==> src/pkg/dpk_map.vh <==
`ifndef DPK_MAP_VH
`define DPK_MAP_VH
// register byte offsets
`define DPK_OFS_CTRL      8'h00
`define DPK_OFS_CTS_DLY   8'h04
`define DPK_OFS_HOLD      8'h08
`define DPK_OFS_KEYUP     8'h0C
`define DPK_OFS_DEKEY     8'h10
`define DPK_OFS_TOT       8'h14
`define DPK_OFS_MASK      8'h18
`define DPK_OFS_STATUS    8'h1C
`define DPK_OFS_EVENTS    8'h20
// control register bits
`define DPK_CTRL_KEYLINE  0
`define DPK_CTRL_KOD      1
`define DPK_CTRL_CONTINUOUS_KEY     2
`define DPK_CTRL_TOT_EN   3
`define DPK_CTRL_POL_HI   4
`define DPK_CTRL_TEST     5
`define DPK_CTRL_DEFAULTS 6
// status register bits
`define DPK_ST_CTS        0
`define DPK_ST_KEY        1
`define DPK_ST_ALARM      2
`define DPK_ST_TOT_LOCK   3
`define DPK_ST_HOLD_NA    4
`define DPK_ST_RELEASE    5
// reset and default values
`define DPK_RST_KEYLINE   1'b0
`define DPK_RST_KOD       1'b1
`define DPK_RST_CONTINUOUS_KEY      1'b0
`define DPK_RST_TOT_EN    1'b1
`define DPK_RST_POL_HI    1'b1
`define DPK_RST_TEST      1'b0
`define DPK_RST_CTS_DLY   8'h00
`define DPK_RST_HOLD      16'h0000
`define DPK_RST_KEYUP     8'h00
`define DPK_RST_DEKEY     8'h00
`define DPK_RST_TOT       8'h1E
`define DPK_RST_MASK      32'hFFFFFFFF
// timing
`define DPK_CLK_PERIOD_NS 25
`define DPK_MS_NS         1000000
`define DPK_MS_CYCLES     (`DPK_MS_NS / `DPK_CLK_PERIOD_NS)
`define DPK_SEC_MS        1000
`define DPK_HOLD_MAX      32'h0000EA60
`endif

==> src/dpk_ctrl.v <==
// Notes on behaviour
// - 32-bit event mask lets only unmasked events drive the alarm output.
// - Event mask resets to all ones.
// - Mask bit n gates event status bit n.
// - Alarm output active level is set by alarm_polarity.
// - DCE mode: CTS rises a programmed 0-255 ms after RTS rises.
// - DCE with zero CTS delay: assert CTS at once on RTS; key after keyup_delay.
// - DCE is the default mode; CTS follows RTS after the delay.
// - DCE mode: CTS drops while the transmit buffer cannot take more.
// - Keyline: CTS on RF data at once, data held until delay ends.
// - Keyline with zero CTS delay: data passes without key-up wait.
// - Keyline: CTS held clear_hold_time after last character; zero drops.
// - RTS keys the transmitter in every mode.
// - key_on_data keys the transmitter after a full received character.
// - continuous_key keys permanently and disables the timeout timer.
// - Defaults: CTS 0, key_on_data on, DCE, delays 0, timeout on 30 s.
// - Test mode forces channel 0, ignoring channel select inputs.
// - Keying waits keyup_delay, 0-255 ms, after the key request.
// - Unkeying waits dekey_delay, 0-255 ms; zero unkeys at once.
// - Enabled timeout unkeys after 1-255 s of keying.
// - After timeout, no keying until the request has been withdrawn.
`timescale 1ns/100ps
`include "dpk_map.vh"

module dpk_ctrl #(
  parameter MS_CYCLES = `DPK_MS_CYCLES,
  parameter CHAN_W    = 4
) (
  // clock and reset
  input  wire              i_ref_clk,
  input  wire              i_sys_rst,
  // apb slave
  input  wire              i_psel,
  input  wire              i_penable,
  input  wire              i_pwrite,
  input  wire [7:0]        i_paddr,
  input  wire [31:0]       i_pwdata,
  output reg  [31:0]       o_prdata,
  output reg               o_pready,
  output reg               o_pslverr,
  // data port pins
  input  wire              i_rts,
  output reg               o_cts,
  // data port and radio logic
  input  wire              i_char_rx,
  input  wire              i_txbuf_empty,
  input  wire              i_txbuf_full,
  input  wire              i_rf_rx,
  input  wire              i_port_busy,
  output reg               o_rx_release,
  output reg               o_tx_key,
  // alarm
  input  wire [31:0]       i_alarm_events,
  output reg               o_alarm,
  // channel select
  input  wire [CHAN_W-1:0] i_chan_sel,
  output reg  [CHAN_W-1:0] o_chan
);

  ////////////////////////////////////////////////////////////////////////
  // registers
  reg              keyline;
  reg              key_on_data;
  reg              continuous_key;
  reg              tot_en;
  reg              alarm_polarity;
  reg              test_mode;
  reg [7:0]        cts_delay;
  reg [15:0]       clear_hold_time;
  reg [7:0]        keyup_delay;
  reg [7:0]        dekey_delay;
  reg [7:0]        tx_timeout_timer;
  reg [31:0]       alarm_event_mask;
  // synchronisers
  reg              rts_meta;
  reg              rts_s;
  reg [CHAN_W-1:0] chan_meta;
  reg [CHAN_W-1:0] chan_s;
  // timebase
  reg [31:0]       ms_div;
  reg              ms_tick;
  // keying state
  reg              data_key;
  reg              tot_lock;
  reg [7:0]        key_cnt;
  reg [9:0]        tot_ms;
  reg [7:0]        tot_sec;
  // handshake state
  reg [7:0]        cts_cnt;
  reg [15:0]       hold_cnt;
  reg              cts_kl;

  wire        apb_wr   = i_psel & i_penable & o_pready & i_pwrite;
  wire        defaults = apb_wr & (i_paddr == `DPK_OFS_CTRL) &
                         i_pwdata[`DPK_CTRL_DEFAULTS];
  wire        key_raw  = rts_s | (key_on_data & data_key) | continuous_key;
  wire        key_req  = key_raw & ~tot_lock;
  wire        tot_run  = tot_en & ~continuous_key;
  wire [7:0]  key_dly  = key_req ? keyup_delay : dekey_delay;
  wire        key_done = (key_cnt >= key_dly);
  wire        kl_act   = i_rf_rx | i_port_busy;
  wire        cts_trig = keyline ? (cts_kl | kl_act) : rts_s;
  wire        cts_done = (cts_cnt >= cts_delay);
  wire [31:0] alarm_hit = i_alarm_events & alarm_event_mask;
  reg  [31:0] next_prdata;
  reg         next_err;

  ////////////////////////////////////////////////////////////////////////
  // input synchronisers
  always @(posedge i_ref_clk) begin
    if (i_sys_rst) begin
      rts_meta  <= 1'b0;
      rts_s     <= 1'b0;
      chan_meta <= {CHAN_W{1'b0}};
      chan_s    <= {CHAN_W{1'b0}};
    end else begin
      rts_meta  <= i_rts;
      rts_s     <= rts_meta;
      chan_meta <= i_chan_sel;
      chan_s    <= chan_meta;
    end
  end

  ////////////////////////////////////////////////////////////////////////
  // millisecond timebase
  always @(posedge i_ref_clk) begin
    if (i_sys_rst) begin
      ms_div  <= 32'h00000000;
      ms_tick <= 1'b0;
    end else if (ms_div >= MS_CYCLES - 1) begin
      ms_div  <= 32'h00000000;
      ms_tick <= 1'b1;
    end else begin
      ms_div  <= ms_div + 32'h00000001;
      ms_tick <= 1'b0;
    end
  end

  ////////////////////////////////////////////////////////////////////////
  // apb register file
  always @* begin
    next_prdata = 32'h00000000;
    next_err    = 1'b0;
    case (i_paddr)
      `DPK_OFS_CTRL: begin
        next_prdata[`DPK_CTRL_KEYLINE] = keyline;
        next_prdata[`DPK_CTRL_KOD]     = key_on_data;
        next_prdata[`DPK_CTRL_CONTINUOUS_KEY]    = continuous_key;
        next_prdata[`DPK_CTRL_TOT_EN]  = tot_en;
        next_prdata[`DPK_CTRL_POL_HI]  = alarm_polarity;
        next_prdata[`DPK_CTRL_TEST]    = test_mode;
      end
      `DPK_OFS_CTS_DLY: next_prdata[7:0]  = cts_delay;
      `DPK_OFS_HOLD:    next_prdata[15:0] = clear_hold_time;
      `DPK_OFS_KEYUP:   next_prdata[7:0]  = keyup_delay;
      `DPK_OFS_DEKEY:   next_prdata[7:0]  = dekey_delay;
      `DPK_OFS_TOT:     next_prdata[7:0]  = tx_timeout_timer;
      `DPK_OFS_MASK:    next_prdata       = alarm_event_mask;
      `DPK_OFS_STATUS: begin
        next_prdata[`DPK_ST_CTS]      = o_cts;
        next_prdata[`DPK_ST_KEY]      = o_tx_key;
        next_prdata[`DPK_ST_ALARM]    = o_alarm;
        next_prdata[`DPK_ST_TOT_LOCK] = tot_lock;
        next_prdata[`DPK_ST_HOLD_NA]  = ~keyline;
        next_prdata[`DPK_ST_RELEASE]  = o_rx_release;
      end
      `DPK_OFS_EVENTS:  next_prdata       = i_alarm_events;
      default:          next_err          = 1'b1;
    endcase
  end

  // pready rises in the access cycle, so every transfer has no wait state
  always @(posedge i_ref_clk) begin
    if (i_sys_rst) begin
      o_pready  <= 1'b0;
      o_prdata  <= 32'h00000000;
      o_pslverr <= 1'b0;
    end else begin
      o_pready  <= i_psel & ~i_penable;
      o_pslverr <= i_psel & ~i_penable & next_err;
      if (i_psel & ~i_penable & ~i_pwrite)
        o_prdata <= next_prdata;
    end
  end

  always @(posedge i_ref_clk) begin
    if (i_sys_rst | defaults) begin
      keyline          <= `DPK_RST_KEYLINE;
      key_on_data      <= `DPK_RST_KOD;
      tot_en           <= `DPK_RST_TOT_EN;
      cts_delay        <= `DPK_RST_CTS_DLY;
      keyup_delay      <= `DPK_RST_KEYUP;
      dekey_delay      <= `DPK_RST_DEKEY;
      tx_timeout_timer <= `DPK_RST_TOT;
    end else if (apb_wr) begin
      case (i_paddr)
        `DPK_OFS_CTRL: begin
          keyline     <= i_pwdata[`DPK_CTRL_KEYLINE];
          key_on_data <= i_pwdata[`DPK_CTRL_KOD];
          tot_en      <= i_pwdata[`DPK_CTRL_TOT_EN];
        end
        `DPK_OFS_CTS_DLY: cts_delay   <= i_pwdata[7:0];
        `DPK_OFS_KEYUP:   keyup_delay <= i_pwdata[7:0];
        `DPK_OFS_DEKEY:   dekey_delay <= i_pwdata[7:0];
        `DPK_OFS_TOT:
          tx_timeout_timer <= (i_pwdata[7:0] == 8'h00) ? 8'h01 :
                              i_pwdata[7:0];
        default: ;
      endcase
    end
  end

  // settings that a defaults restore leaves alone
  always @(posedge i_ref_clk) begin
    if (i_sys_rst) begin
      continuous_key   <= `DPK_RST_CONTINUOUS_KEY;
      alarm_polarity   <= `DPK_RST_POL_HI;
      test_mode        <= `DPK_RST_TEST;
      clear_hold_time  <= `DPK_RST_HOLD;
      alarm_event_mask <= `DPK_RST_MASK;
    end else if (apb_wr) begin
      case (i_paddr)
        `DPK_OFS_CTRL: begin
          // a restore write must not touch these bits
          if (~i_pwdata[`DPK_CTRL_DEFAULTS]) begin
            continuous_key <= i_pwdata[`DPK_CTRL_CONTINUOUS_KEY];
            alarm_polarity <= i_pwdata[`DPK_CTRL_POL_HI];
            test_mode      <= i_pwdata[`DPK_CTRL_TEST];
          end
        end
        `DPK_OFS_HOLD: begin
          // whole word is range checked, not only the stored bits
          if (i_pwdata <= `DPK_HOLD_MAX)
            clear_hold_time <= i_pwdata[15:0];
        end
        `DPK_OFS_MASK:  alarm_event_mask <= i_pwdata;
        default: ;
      endcase
    end
  end

  ////////////////////////////////////////////////////////////////////////
  // transmitter keying
  always @(posedge i_ref_clk) begin
    if (i_sys_rst) begin
      data_key <= 1'b0;
    end else if (i_char_rx) begin
      data_key <= 1'b1;
    end else if (i_txbuf_empty) begin
      data_key <= 1'b0;
    end
  end

  // key follows the request once the matching delay has run out
  always @(posedge i_ref_clk) begin
    if (i_sys_rst) begin
      o_tx_key <= 1'b0;
      key_cnt  <= 8'h00;
    end else if (key_req == o_tx_key) begin
      key_cnt <= 8'h00;
    end else if (key_done) begin
      o_tx_key <= key_req;
      key_cnt  <= 8'h00;
    end else if (ms_tick) begin
      key_cnt <= key_cnt + 8'h01;
    end
  end

  // timeout timer and lockout
  always @(posedge i_ref_clk) begin
    if (i_sys_rst) begin
      tot_ms   <= 10'h000;
      tot_sec  <= 8'h00;
      tot_lock <= 1'b0;
    end else begin
      if (~o_tx_key | ~tot_run) begin
        tot_ms  <= 10'h000;
        tot_sec <= 8'h00;
      end else if (ms_tick) begin
        if (tot_ms == `DPK_SEC_MS - 1) begin
          tot_ms  <= 10'h000;
          tot_sec <= tot_sec + 8'h01;
        end else begin
          tot_ms <= tot_ms + 10'h001;
        end
      end
      if (tot_run & o_tx_key & (tot_sec >= tx_timeout_timer))
        tot_lock <= 1'b1;
      else if (~key_raw & ~o_tx_key)
        tot_lock <= 1'b0;
    end
  end

  ////////////////////////////////////////////////////////////////////////
  // cts handshake
  always @(posedge i_ref_clk) begin
    if (i_sys_rst) begin
      cts_cnt <= 8'h00;
    end else if (~cts_trig) begin
      cts_cnt <= 8'h00;
    end else if (ms_tick & ~cts_done) begin
      cts_cnt <= cts_cnt + 8'h01;
    end
  end

  // keyline cts: set by rf data, held after the port goes idle
  always @(posedge i_ref_clk) begin
    if (i_sys_rst | ~keyline) begin
      cts_kl   <= 1'b0;
      hold_cnt <= 16'h0000;
    end else if (kl_act) begin
      cts_kl   <= 1'b1;
      hold_cnt <= 16'h0000;
    end else if (cts_kl) begin
      if (hold_cnt >= clear_hold_time)
        cts_kl <= 1'b0;
      else if (ms_tick)
        hold_cnt <= hold_cnt + 16'h0001;
    end
  end

  always @(posedge i_ref_clk) begin
    if (i_sys_rst) begin
      o_cts        <= 1'b0;
      o_rx_release <= 1'b1;
    end else if (keyline) begin
      o_cts        <= cts_kl | kl_act;
      o_rx_release <= cts_done;
    end else begin
      o_cts        <= rts_s & cts_done & ~i_txbuf_full;
      o_rx_release <= 1'b1;
    end
  end

  ////////////////////////////////////////////////////////////////////////
  // alarm and channel outputs
  always @(posedge i_ref_clk) begin
    if (i_sys_rst) begin
      o_alarm <= ~`DPK_RST_POL_HI;
      o_chan  <= {CHAN_W{1'b0}};
    end else begin
      o_alarm <= alarm_polarity ? (|alarm_hit) : ~(|alarm_hit);
      o_chan  <= test_mode ? {CHAN_W{1'b0}} : chan_s;
    end
  end

endmodule // dpk_ctrl

==> config.mk <==
export PLATFORM = sky130hd
export DESIGN_NAME = dpk_ctrl
export DESIGN_NICKNAME = d
export VERILOG_FILES = /design/src/dpk_ctrl.v
export VERILOG_INCLUDE_DIRS = /design/src /design/src/pkg
export SDC_FILE = /design/constraint.sdc
export NUM_CORES = 1
export LEC_CHECK = 0
export BUFFER_PORTS_ARGS = -buffer_cell sky130_fd_sc_hd__clkbuf_2
export CORE_UTILIZATION = 40
export CTS_CLUSTER_DIAMETER = 40
export DETAILED_ROUTE_END_ITERATION = 7
export PLACE_DENSITY_LB_ADDON = 0.05
export SLEW_MARGIN = 20
export SYNTH_ARGS = -nofsm -noshare
export SYNTH_HDL_FRONTEND = slang
export SYNTH_SLANG_ARGS = --single-unit
==> constraint.sdc <==
create_clock -name i_ref_clk -period 2.71 [get_ports i_ref_clk]
set_input_delay 0.1355 -clock i_ref_clk [delete_from_list [all_inputs] [get_ports i_ref_clk]]
set_output_delay 0.1355 -clock i_ref_clk [all_outputs]
set_load 0.01 [all_outputs]
==> results of run 1 <==
==> worst reg2reg max path, delay by kind of cell, from the launching register on <==
family,cells,cell delay [ns]
AO/OA/AOI/OAI,5,0.91
adder cells (fa/ha/maj),1,0.27
flip-flops,1,0.32
multiplexers,1,0.29
AND/OR/NAND/NOR,3,0.61
==> sequential cells by signal (all words and copies together) (netlist names), 4 cells and up <==
register          cells
ms_div               32
o_chan                4
keyup_delay           8
cts_cnt               8
tx_timeout_timer      8
key_cnt               8
dekey_delay           8
o_prdata             32
cts_delay             8
tot_sec               8
hold_cnt             16
chan_s                4
alarm_event_mask     32
tot_ms               10
clear_hold_time      16
chan_meta             4
==> layer usage <==
layer | up-vias | wire, um
met1 | 4433 | 14700
li1 | 4639 | -
met3 | 69 | 1630
met2 | 295 | 14600
met5 | - | 0
met4 | 0 | 822
==> power by group <==
group	switching (mW)	internal (mW)	total, mW
clock	1.65	3.00	4.64
combinational	0.260	0.192	0.452
sequential	0.0192	3.34	3.36
==> layout make-up <==
class                   count  area (um^2)  share of cell area
flip-flops and latches    224         4480               0.336
clock buffers              49         1070              0.0805
well taps                 330          413              0.0310
multi-input cells         872         5540               0.415
repair buffers            221         1480               0.111
clock inverters            19          180              0.0135
inverters                  42          158              0.0118
==> how the worst max path moves through the flow <==
stage	start	to	slack [ns]	cells past startpoint
global placement	key_on_data$_SDFFE_PP1P_	key_cnt[4]$_SDFFE_PP0P_	-0.02	10
global route	key_on_data$_SDFFE_PP1P_	key_cnt[0]$_SDFFE_PP0P_	0.07	11
detailed placement	key_on_data$_SDFFE_PP1P_	key_cnt[1]$_SDFFE_PP0P_	-0.09	10
finish	key_on_data$_SDFFE_PP1P_	o_tx_key$_SDFFE_PP0P_	0.24	10
CTS	key_on_data$_SDFFE_PP1P_	key_cnt[7]$_SDFFE_PP0P_	0.04	10
floorplan	key_on_data$_SDFFE_PP1P_	o_tx_key$_SDFFE_PP0P_	0.22	10
==> synth_stat cells (3+ instances only) <==
cell,count
xor2_1,26
a21oi_1,43
nor3_4,3
and4_1,3
nand2_1,134
and3_1,13
nand4_1,25
or3_1,5
clkbuf_1,40
nor2_1,162
a221oi_1,25
nor2_2,3
buf_2,13
nor2b_1,19
a222oi_1,12
or4_1,10
or2_2,3
o31ai_1,11
a31oi_1,5
o21a_1,3
o21ai_0,19
o211ai_1,6
a22oi_1,15
nor4_2,4
and2_1,6
xnor2_1,18
nor4_1,10
nand2b_1,9
a21o_1,6
a2bb2oi_1,8
o2111ai_1,4
a211oi_1,7
nor3_1,27
a22o_1,8
ha_1,46
nand3_1,66
inv_1,42
mux2i_1,60
dfxtp_1,224
buf_1,3
o22ai_1,3
==> metrics by stage <==
stage	power (mW)	setup slack, ns	cells	hold slack (ns)
4_1_cts	8.53	0.0425	1752	0.00271
3_3_place_gp	3.80	-0.0202	1631	0.349
3_5_place_dp	3.80	-0.0942	1631	0.354
6_report	8.45	0.242	1757	0.00728
2_1_floorplan	3.60	0.220	1197	0.245
5_1_grt	8.73	0.0698	1757	0.0295
==> timing repair <==
| item | CTS | global route |
|---|---|---|
| resized for setup | 2 | 0 |
| buffers inserted | 0 | 5 |
| pin swaps | 0 | 2 |
| gates cloned | 0 | 0 |
| endpoints found under the setup margin | 9 | 8 |
| endpoints found under the hold margin | 60 | 0 |
| hold buffers | 53 | 0 |
==> logic make-up (layout without fill, tap and decap cells) <==
| family | count (synthesis) | in the layout | synth area share |
|---|---|---|---|
| compound gates | 192 | 192 | 0.137 |
| buf+inv | 101 | 331 | 0.0400 |
| flops | 224 | 224 | 0.433 |
| other cells | 1 | 16 | 0.000362 |
| xor+xnor | 44 | 44 | 0.0372 |
| simple gates | 511 | 511 | 0.235 |
| mux | 63 | 63 | 0.0623 |
| fa+ha+maj | 46 | 46 | 0.0555 |
==> impl_results.md, run 1 <==
- Status: completed
- Crit path buffers/inverters: 0
- Max_slew headroom: 0.420
- Worst Setup Start Kind: register
- Synth Flop Type: dfxtp_1
- Register area share after synthesis: 0.433
- Cell accounting for the most synthesized area: dfxtp_1
- Reg-to-reg slack, setup: 0.24 ns
- WHS Path Cells: 3
- Pre-Repair DR Iteration Count: 5
- Worst Tran Pin Value: 0.866 ns
- Req. time, crit path: 3.14 ns
- Top Ports: 129
- Crit path max-delay cell type: or3_1
- R2R cell count: 10
- Yosys warnings: 0
- Grt met1 use: 0.332
- Critical Path Max Stage Delay: 0.39 ns
- Commonest non-fill, non-tap cell in the layout: dfxtp_1
- Syn Area/Cell: 8.77 um^2
- Total Nets Final: 1532
- Initial Util: 0.409
- Final Max Tran Viols: 0
- Hpwl dp: 22.7 mm
- Clock Sinks: 224
- Total track usage: 0.240
- Clock Tree Buf Depth: 3
- Number of max-cap violations: 0
- Port bufs: 128
- RSZ-0062 raised after global routing: false
- Setup Skew: 0.00981 ns
- Syn Inst Count: 1182
- Die ar.: 26600 um^2
- Row count: 58
- Max Fclk: 405 MHz
- Power density over the cells: 634 nW/um^2
- Final setup fails: 0
- Post-Syn Area: 10400 um^2
- FF+latch count, synth: 224
- Vias in the first global route: 8964
- Most used cell, CP: a21oi_1
- Number of synthesized flops with an enable pin: 0
- WP data arrival: 2.90 ns
- Synth top area cells: dfxtp_1 (43%), nor2_1 (5.9%), mux2i_1 (5.8%), ha_1 (5.6%), nand2_1 (4.9%)
- Count of different cell masters after synthesis: 66
- FILL cells: 2437
- TritonCTS clock tree: done
- Residual DRC: 0
- Crit path cell chain: a211oi_2, nor2_4, mux2_2, ha_1, nand2b_1, a21o_1, a21oi_1, or3_1, a211o_1, a21oi_1
- Leakage power: 5.63 nW
- Largest net degree at the start of global routing: 38
- CTS H-tree depth: 2
- Top cell type's share of synthesized area: 0.433
- Initial antenna violation count: 0
- Final GP Congestion: 0.913
- Die H: 163 um
- Final setup TNS: 0 ns
- DR vias/cell: 5.37
- Final wirelength: 31.7 mm
- RR Endpoint: o_tx_key$_SDFFE_PP0P_
- Async SR Flop Fraction: 0
- First-pass GRT wire length: 49.7 mm
- Maximum vdd drop: 0.000489 V
- CP Max Fanout: 7
- Core ar.: 25300 um^2
- Die X: 163 um
- Hold Path Class: in2reg
- Antenna Cells: 0
- Crit Path Class: reg2reg
- DP Area: 11500 um^2
- Total clock buffers created by CTS: 38
- Total grt overflow: 0
- Area Overhead vs Synth: 28.6%
- Design area: 13300 um^2
- Initial DRC Count: 778
- Clock slew at reported path FFs: 0.05 ns
- Routed Antenna Nets: 0
- M3 GR Usage: 0.0357
- Final period utilization: 0.911
- Share of post-route cells with drive strength above 1: 0.184
- Vias: 9436
- Clk_lat worst skew: 0.51 ns
- M2 GR Usage: 0.385
- Final Hold Fails: 0
- Tmin final: 2.47 ns
- Largest delay share family, worst path: compound AO/OA/AOI/OAI gates
- Avg WL per Cell: 18.0 um
- CP Capture Type: register
- Root buf cell: clkbuf_16
- Most used routing layer: met2
- Final design utilization: 0.526
- Worst reg2reg startpoint: key_on_data$_SDFFE_PP1P_
- Hold path endpoint: o_prdata[18]$_SDFFE_PP0P_
- Hold Crit Start: i_alarm_events[18]
- Most frequent cells in the layout: dfxtp_1 (224), nor2_1 (161), nand2_1 (134)
Power figures use the tool's default switching activity.
==> inputs of run 2 (changes only) <==
- CTS_BUF_LIST: unset -> sky130_fd_sc_hd__clkbuf_4
==> impl_results.md, run 2 (synthesis gave the netlist of run 1 again) <==
- Initial DRC Count: 728 (was 778)
- Share of post-route cells with drive strength above 1: 0.205 (was 0.184)
- Total Power: 7.25 mW (was 8.45 mW)
- Row count: 58 (unchanged)
- Final wirelength: 32.3 mm (was 31.7 mm)
- Total grt overflow: 0 (unchanged)
- Die H: 163 um (unchanged)
- Area Overhead vs Synth: 27.8% (was 28.6%)
- Max_slew headroom: 0.454 (was 0.420)
- WHS Path Cells: 4 (was 3)
- Largest net degree at the start of global routing: 38 (unchanged)
- Max Fclk: 400 MHz (was 405 MHz)
- Avg WL per Cell: 17.7 um (was 18.0 um)
- Crit path cell chain: inv_1, ha_1, nand2b_1, a21o_1, a211o_1, a21oi_1, buf_4, or3_1, a21oi_1, dlygate4sd3_1 (was a211oi_2, nor2_4, mux2_2, ha_1, nand2b_1, a21o_1, a21oi_1, or3_1, a211o_1, a21oi_1)
- Clock Sinks: 224 (unchanged)
- Clock Tree Buf Depth: 3 (unchanged)
- Post-Place Cells: 1631 (unchanged)
- Worst Tran Pin Value: 0.817 ns (was 0.866 ns)
- Final period utilization: 0.923 (was 0.911)
- RSZ-0062 raised after global routing: false (unchanged)
- Setup Skew: 0.0541 ns (was 0.00981 ns)
- Clk_lat worst skew: 0.68 ns (was 0.51 ns)
- Hold slack: 0.0201 ns (was 0.00728 ns)
- Final Max Tran Viols: 0 (unchanged)
- Largest regs: alarm_event_mask (32), ms_div (32), o_prdata (32) (unchanged)
- Leakage power: 5.67 nW (was 5.63 nW)
- Total track usage: 0.245 (was 0.240)
- Residual DRC: 0 (unchanged)
- Hpwl dp: 22.7 mm (unchanged)
- Total clock buffers created by CTS: 66 (was 38)
- Worst reg2reg startpoint: cts_cnt[0]$_SDFFE_PP0P_ (was key_on_data$_SDFFE_PP1P_)
- Worst Setup Start Kind: register (unchanged)
- Root buf cell: clkbuf_4 (was clkbuf_16)
- Final cell count without fillers: 1831 (was 1757)
- Total Nets Final: 1588 (was 1532)
- Final Hold Fails: 0 (unchanged)
- Tmin final: 2.50 ns (was 2.47 ns)
- Final setup fails: 0 (unchanged)
- Power density over the cells: 547 nW/um^2 (was 634 nW/um^2)
- Commonest non-fill, non-tap cell in the layout: dfxtp_1 (unchanged)
- Maximum vdd drop: 0.000350 V (was 0.000489 V)
- Top Ports: 129 (unchanged)
- Hold Path Class: in2reg (unchanged)
- Reg-to-reg slack, setup: 0.21 ns (was 0.24 ns)
- Status: completed (unchanged)
- WP data arrival: 3.03 ns (was 2.90 ns)
- Routed Antenna Nets: 0 (unchanged)
- Vias in the first global route: 9349 (was 8964)
- Crit path max-delay cell type: dlygate4sd3_1 (was or3_1)
- TritonCTS clock tree: done (unchanged)
- RR Endpoint: o_cts$_SDFF_PP0_ (was o_tx_key$_SDFFE_PP0P_)
- Core ar.: 25300 um^2 (unchanged)
- Hold path endpoint: o_prdata[6]$_SDFFE_PP0P_ (was o_prdata[18]$_SDFFE_PP0P_)
- DR vias/cell: 5.34 (was 5.37)
- Initial Util: 0.409 (unchanged)
- Critical Path Max Stage Delay: 0.57 ns (was 0.39 ns)
- R2R cell count: 10 (unchanged)
- Die ar.: 26600 um^2 (unchanged)
- Die X: 163 um (unchanged)
- CP Capture Type: register (unchanged)
- Clock slew at reported path FFs: 0.07 ns (was 0.05 ns)
- CP Max Fanout: 4 (was 7)
- Crit Path Class: reg2reg (unchanged)
- Initial antenna violation count: 1 (was 0)
- First-pass GRT wire length: 50.4 mm (was 49.7 mm)
- Vias: 9786 (was 9436)
- Req. time, crit path: 3.24 ns (was 3.14 ns)
- Hold Crit Start: i_penable (was i_alarm_events[18])
- Most frequent cells in the layout: dfxtp_1 (223), nor2_1 (161), nand2_1 (134) (was dfxtp_1 (224), nor2_1 (161), nand2_1 (134))
- Number of max-cap violations: 0 (unchanged)
- Final GP Congestion: 0.913 (unchanged)
- Final design utilization: 0.523 (was 0.526)
- Most used cell, CP: a21oi_1 (unchanged)
- CTS H-tree depth: 3 (was 2)
- Pre-Repair DR Iteration Count: 8 (was 5)
- FILL cells: 2478 (was 2437)
- Port bufs: 128 (unchanged)
==> run 2: cell count changes in the layout (fill, tap and decap cells not counted), sizes merged <==
cell and change:
clkbuf +52, dlygate4sd3 +28, clkinvlp -2, bufinv +1, clkinv -5, inv -1, diode +1
==> run 2: worst max path at each step <==
stage,startpoint,to,cells past startpoint
floorplan,key_on_data$_SDFFE_PP1P_,o_tx_key$_SDFFE_PP0P_,10
global placement,key_on_data$_SDFFE_PP1P_,key_cnt[4]$_SDFFE_PP0P_,10
detailed placement,key_on_data$_SDFFE_PP1P_,key_cnt[1]$_SDFFE_PP0P_,10
CTS,key_on_data$_SDFFE_PP1P_,key_cnt[7]$_SDFFE_PP0P_,10
global route,key_on_data$_SDFFE_PP1P_,key_cnt[0]$_SDFFE_PP0P_,11
finish,cts_cnt[0]$_SDFFE_PP0P_,o_cts$_SDFF_PP0_,10
==> run 2: metrics by stage <==
stage / instance area (um^2) / setup slack (ns) / TNS (ns)
after floorplan: 10400 / 0.220 / 0
after detailed placement: 11500 / -0.0942 / -0.702
final: 13200 / 0.209 / 0
after global placement: 11500 / -0.0202 / -0.140
after global routing: 13200 / 0.0385 / 0
after CTS: 13200 / 0.0220 / 0
==> run 2: repair_timing <==
item / 4_1_cts / 5_1_grt
hold buffers: 81 / 0
buffers inserted: 0 / 5
endpoints found under the hold margin: 134 / 0
endpoints found under the setup margin: 9 / 10
pin swaps: 0 / 2
gates resized for setup: 2 / 1
==> run 2: layout make-up <==
| type | instances | area (um^2) | area share |
|---|---|---|---|
| tap | 330 | 413 | 0.0312 |
| sequential | 224 | 4490 | 0.339 |
| clock inverter | 12 | 125 | 0.00945 |
| inverter | 42 | 158 | 0.0119 |
| multi-input combinational | 872 | 5540 | 0.418 |
| timing repair buffer | 249 | 1760 | 0.133 |
| antenna | 1 | 2.50 | 0.000189 |
| clock buffer | 101 | 758 | 0.0572 |
==> run 2: worst max-delay path: cells and delay by family, from the launching register on <==
kind            cells  cell delay (ns)
compound gates      4             0.73
fa+ha+maj           1             0.25
buf+inv             3             0.80
flops               1             0.35
simple gates        2             0.24
==> run 2: layer usage <==
metal  part of all wire  GRT usage  vias up
li1                   -          -     4795
met1               0.45      0.328     4584
met2               0.46      0.391      330
met3              0.056     0.0405       77
met4              0.027     0.0943        0
met5                  0          0        -
==> run 2: power by group <==
part / switching (mW) / total [mW] / internal, mW
combinational: 0.267 / 0.482 / 0.215
sequential: 0.0192 / 3.35 / 3.33
clock: 1.44 / 3.41 / 1.97
total: 1.73 / 7.25 / 5.52
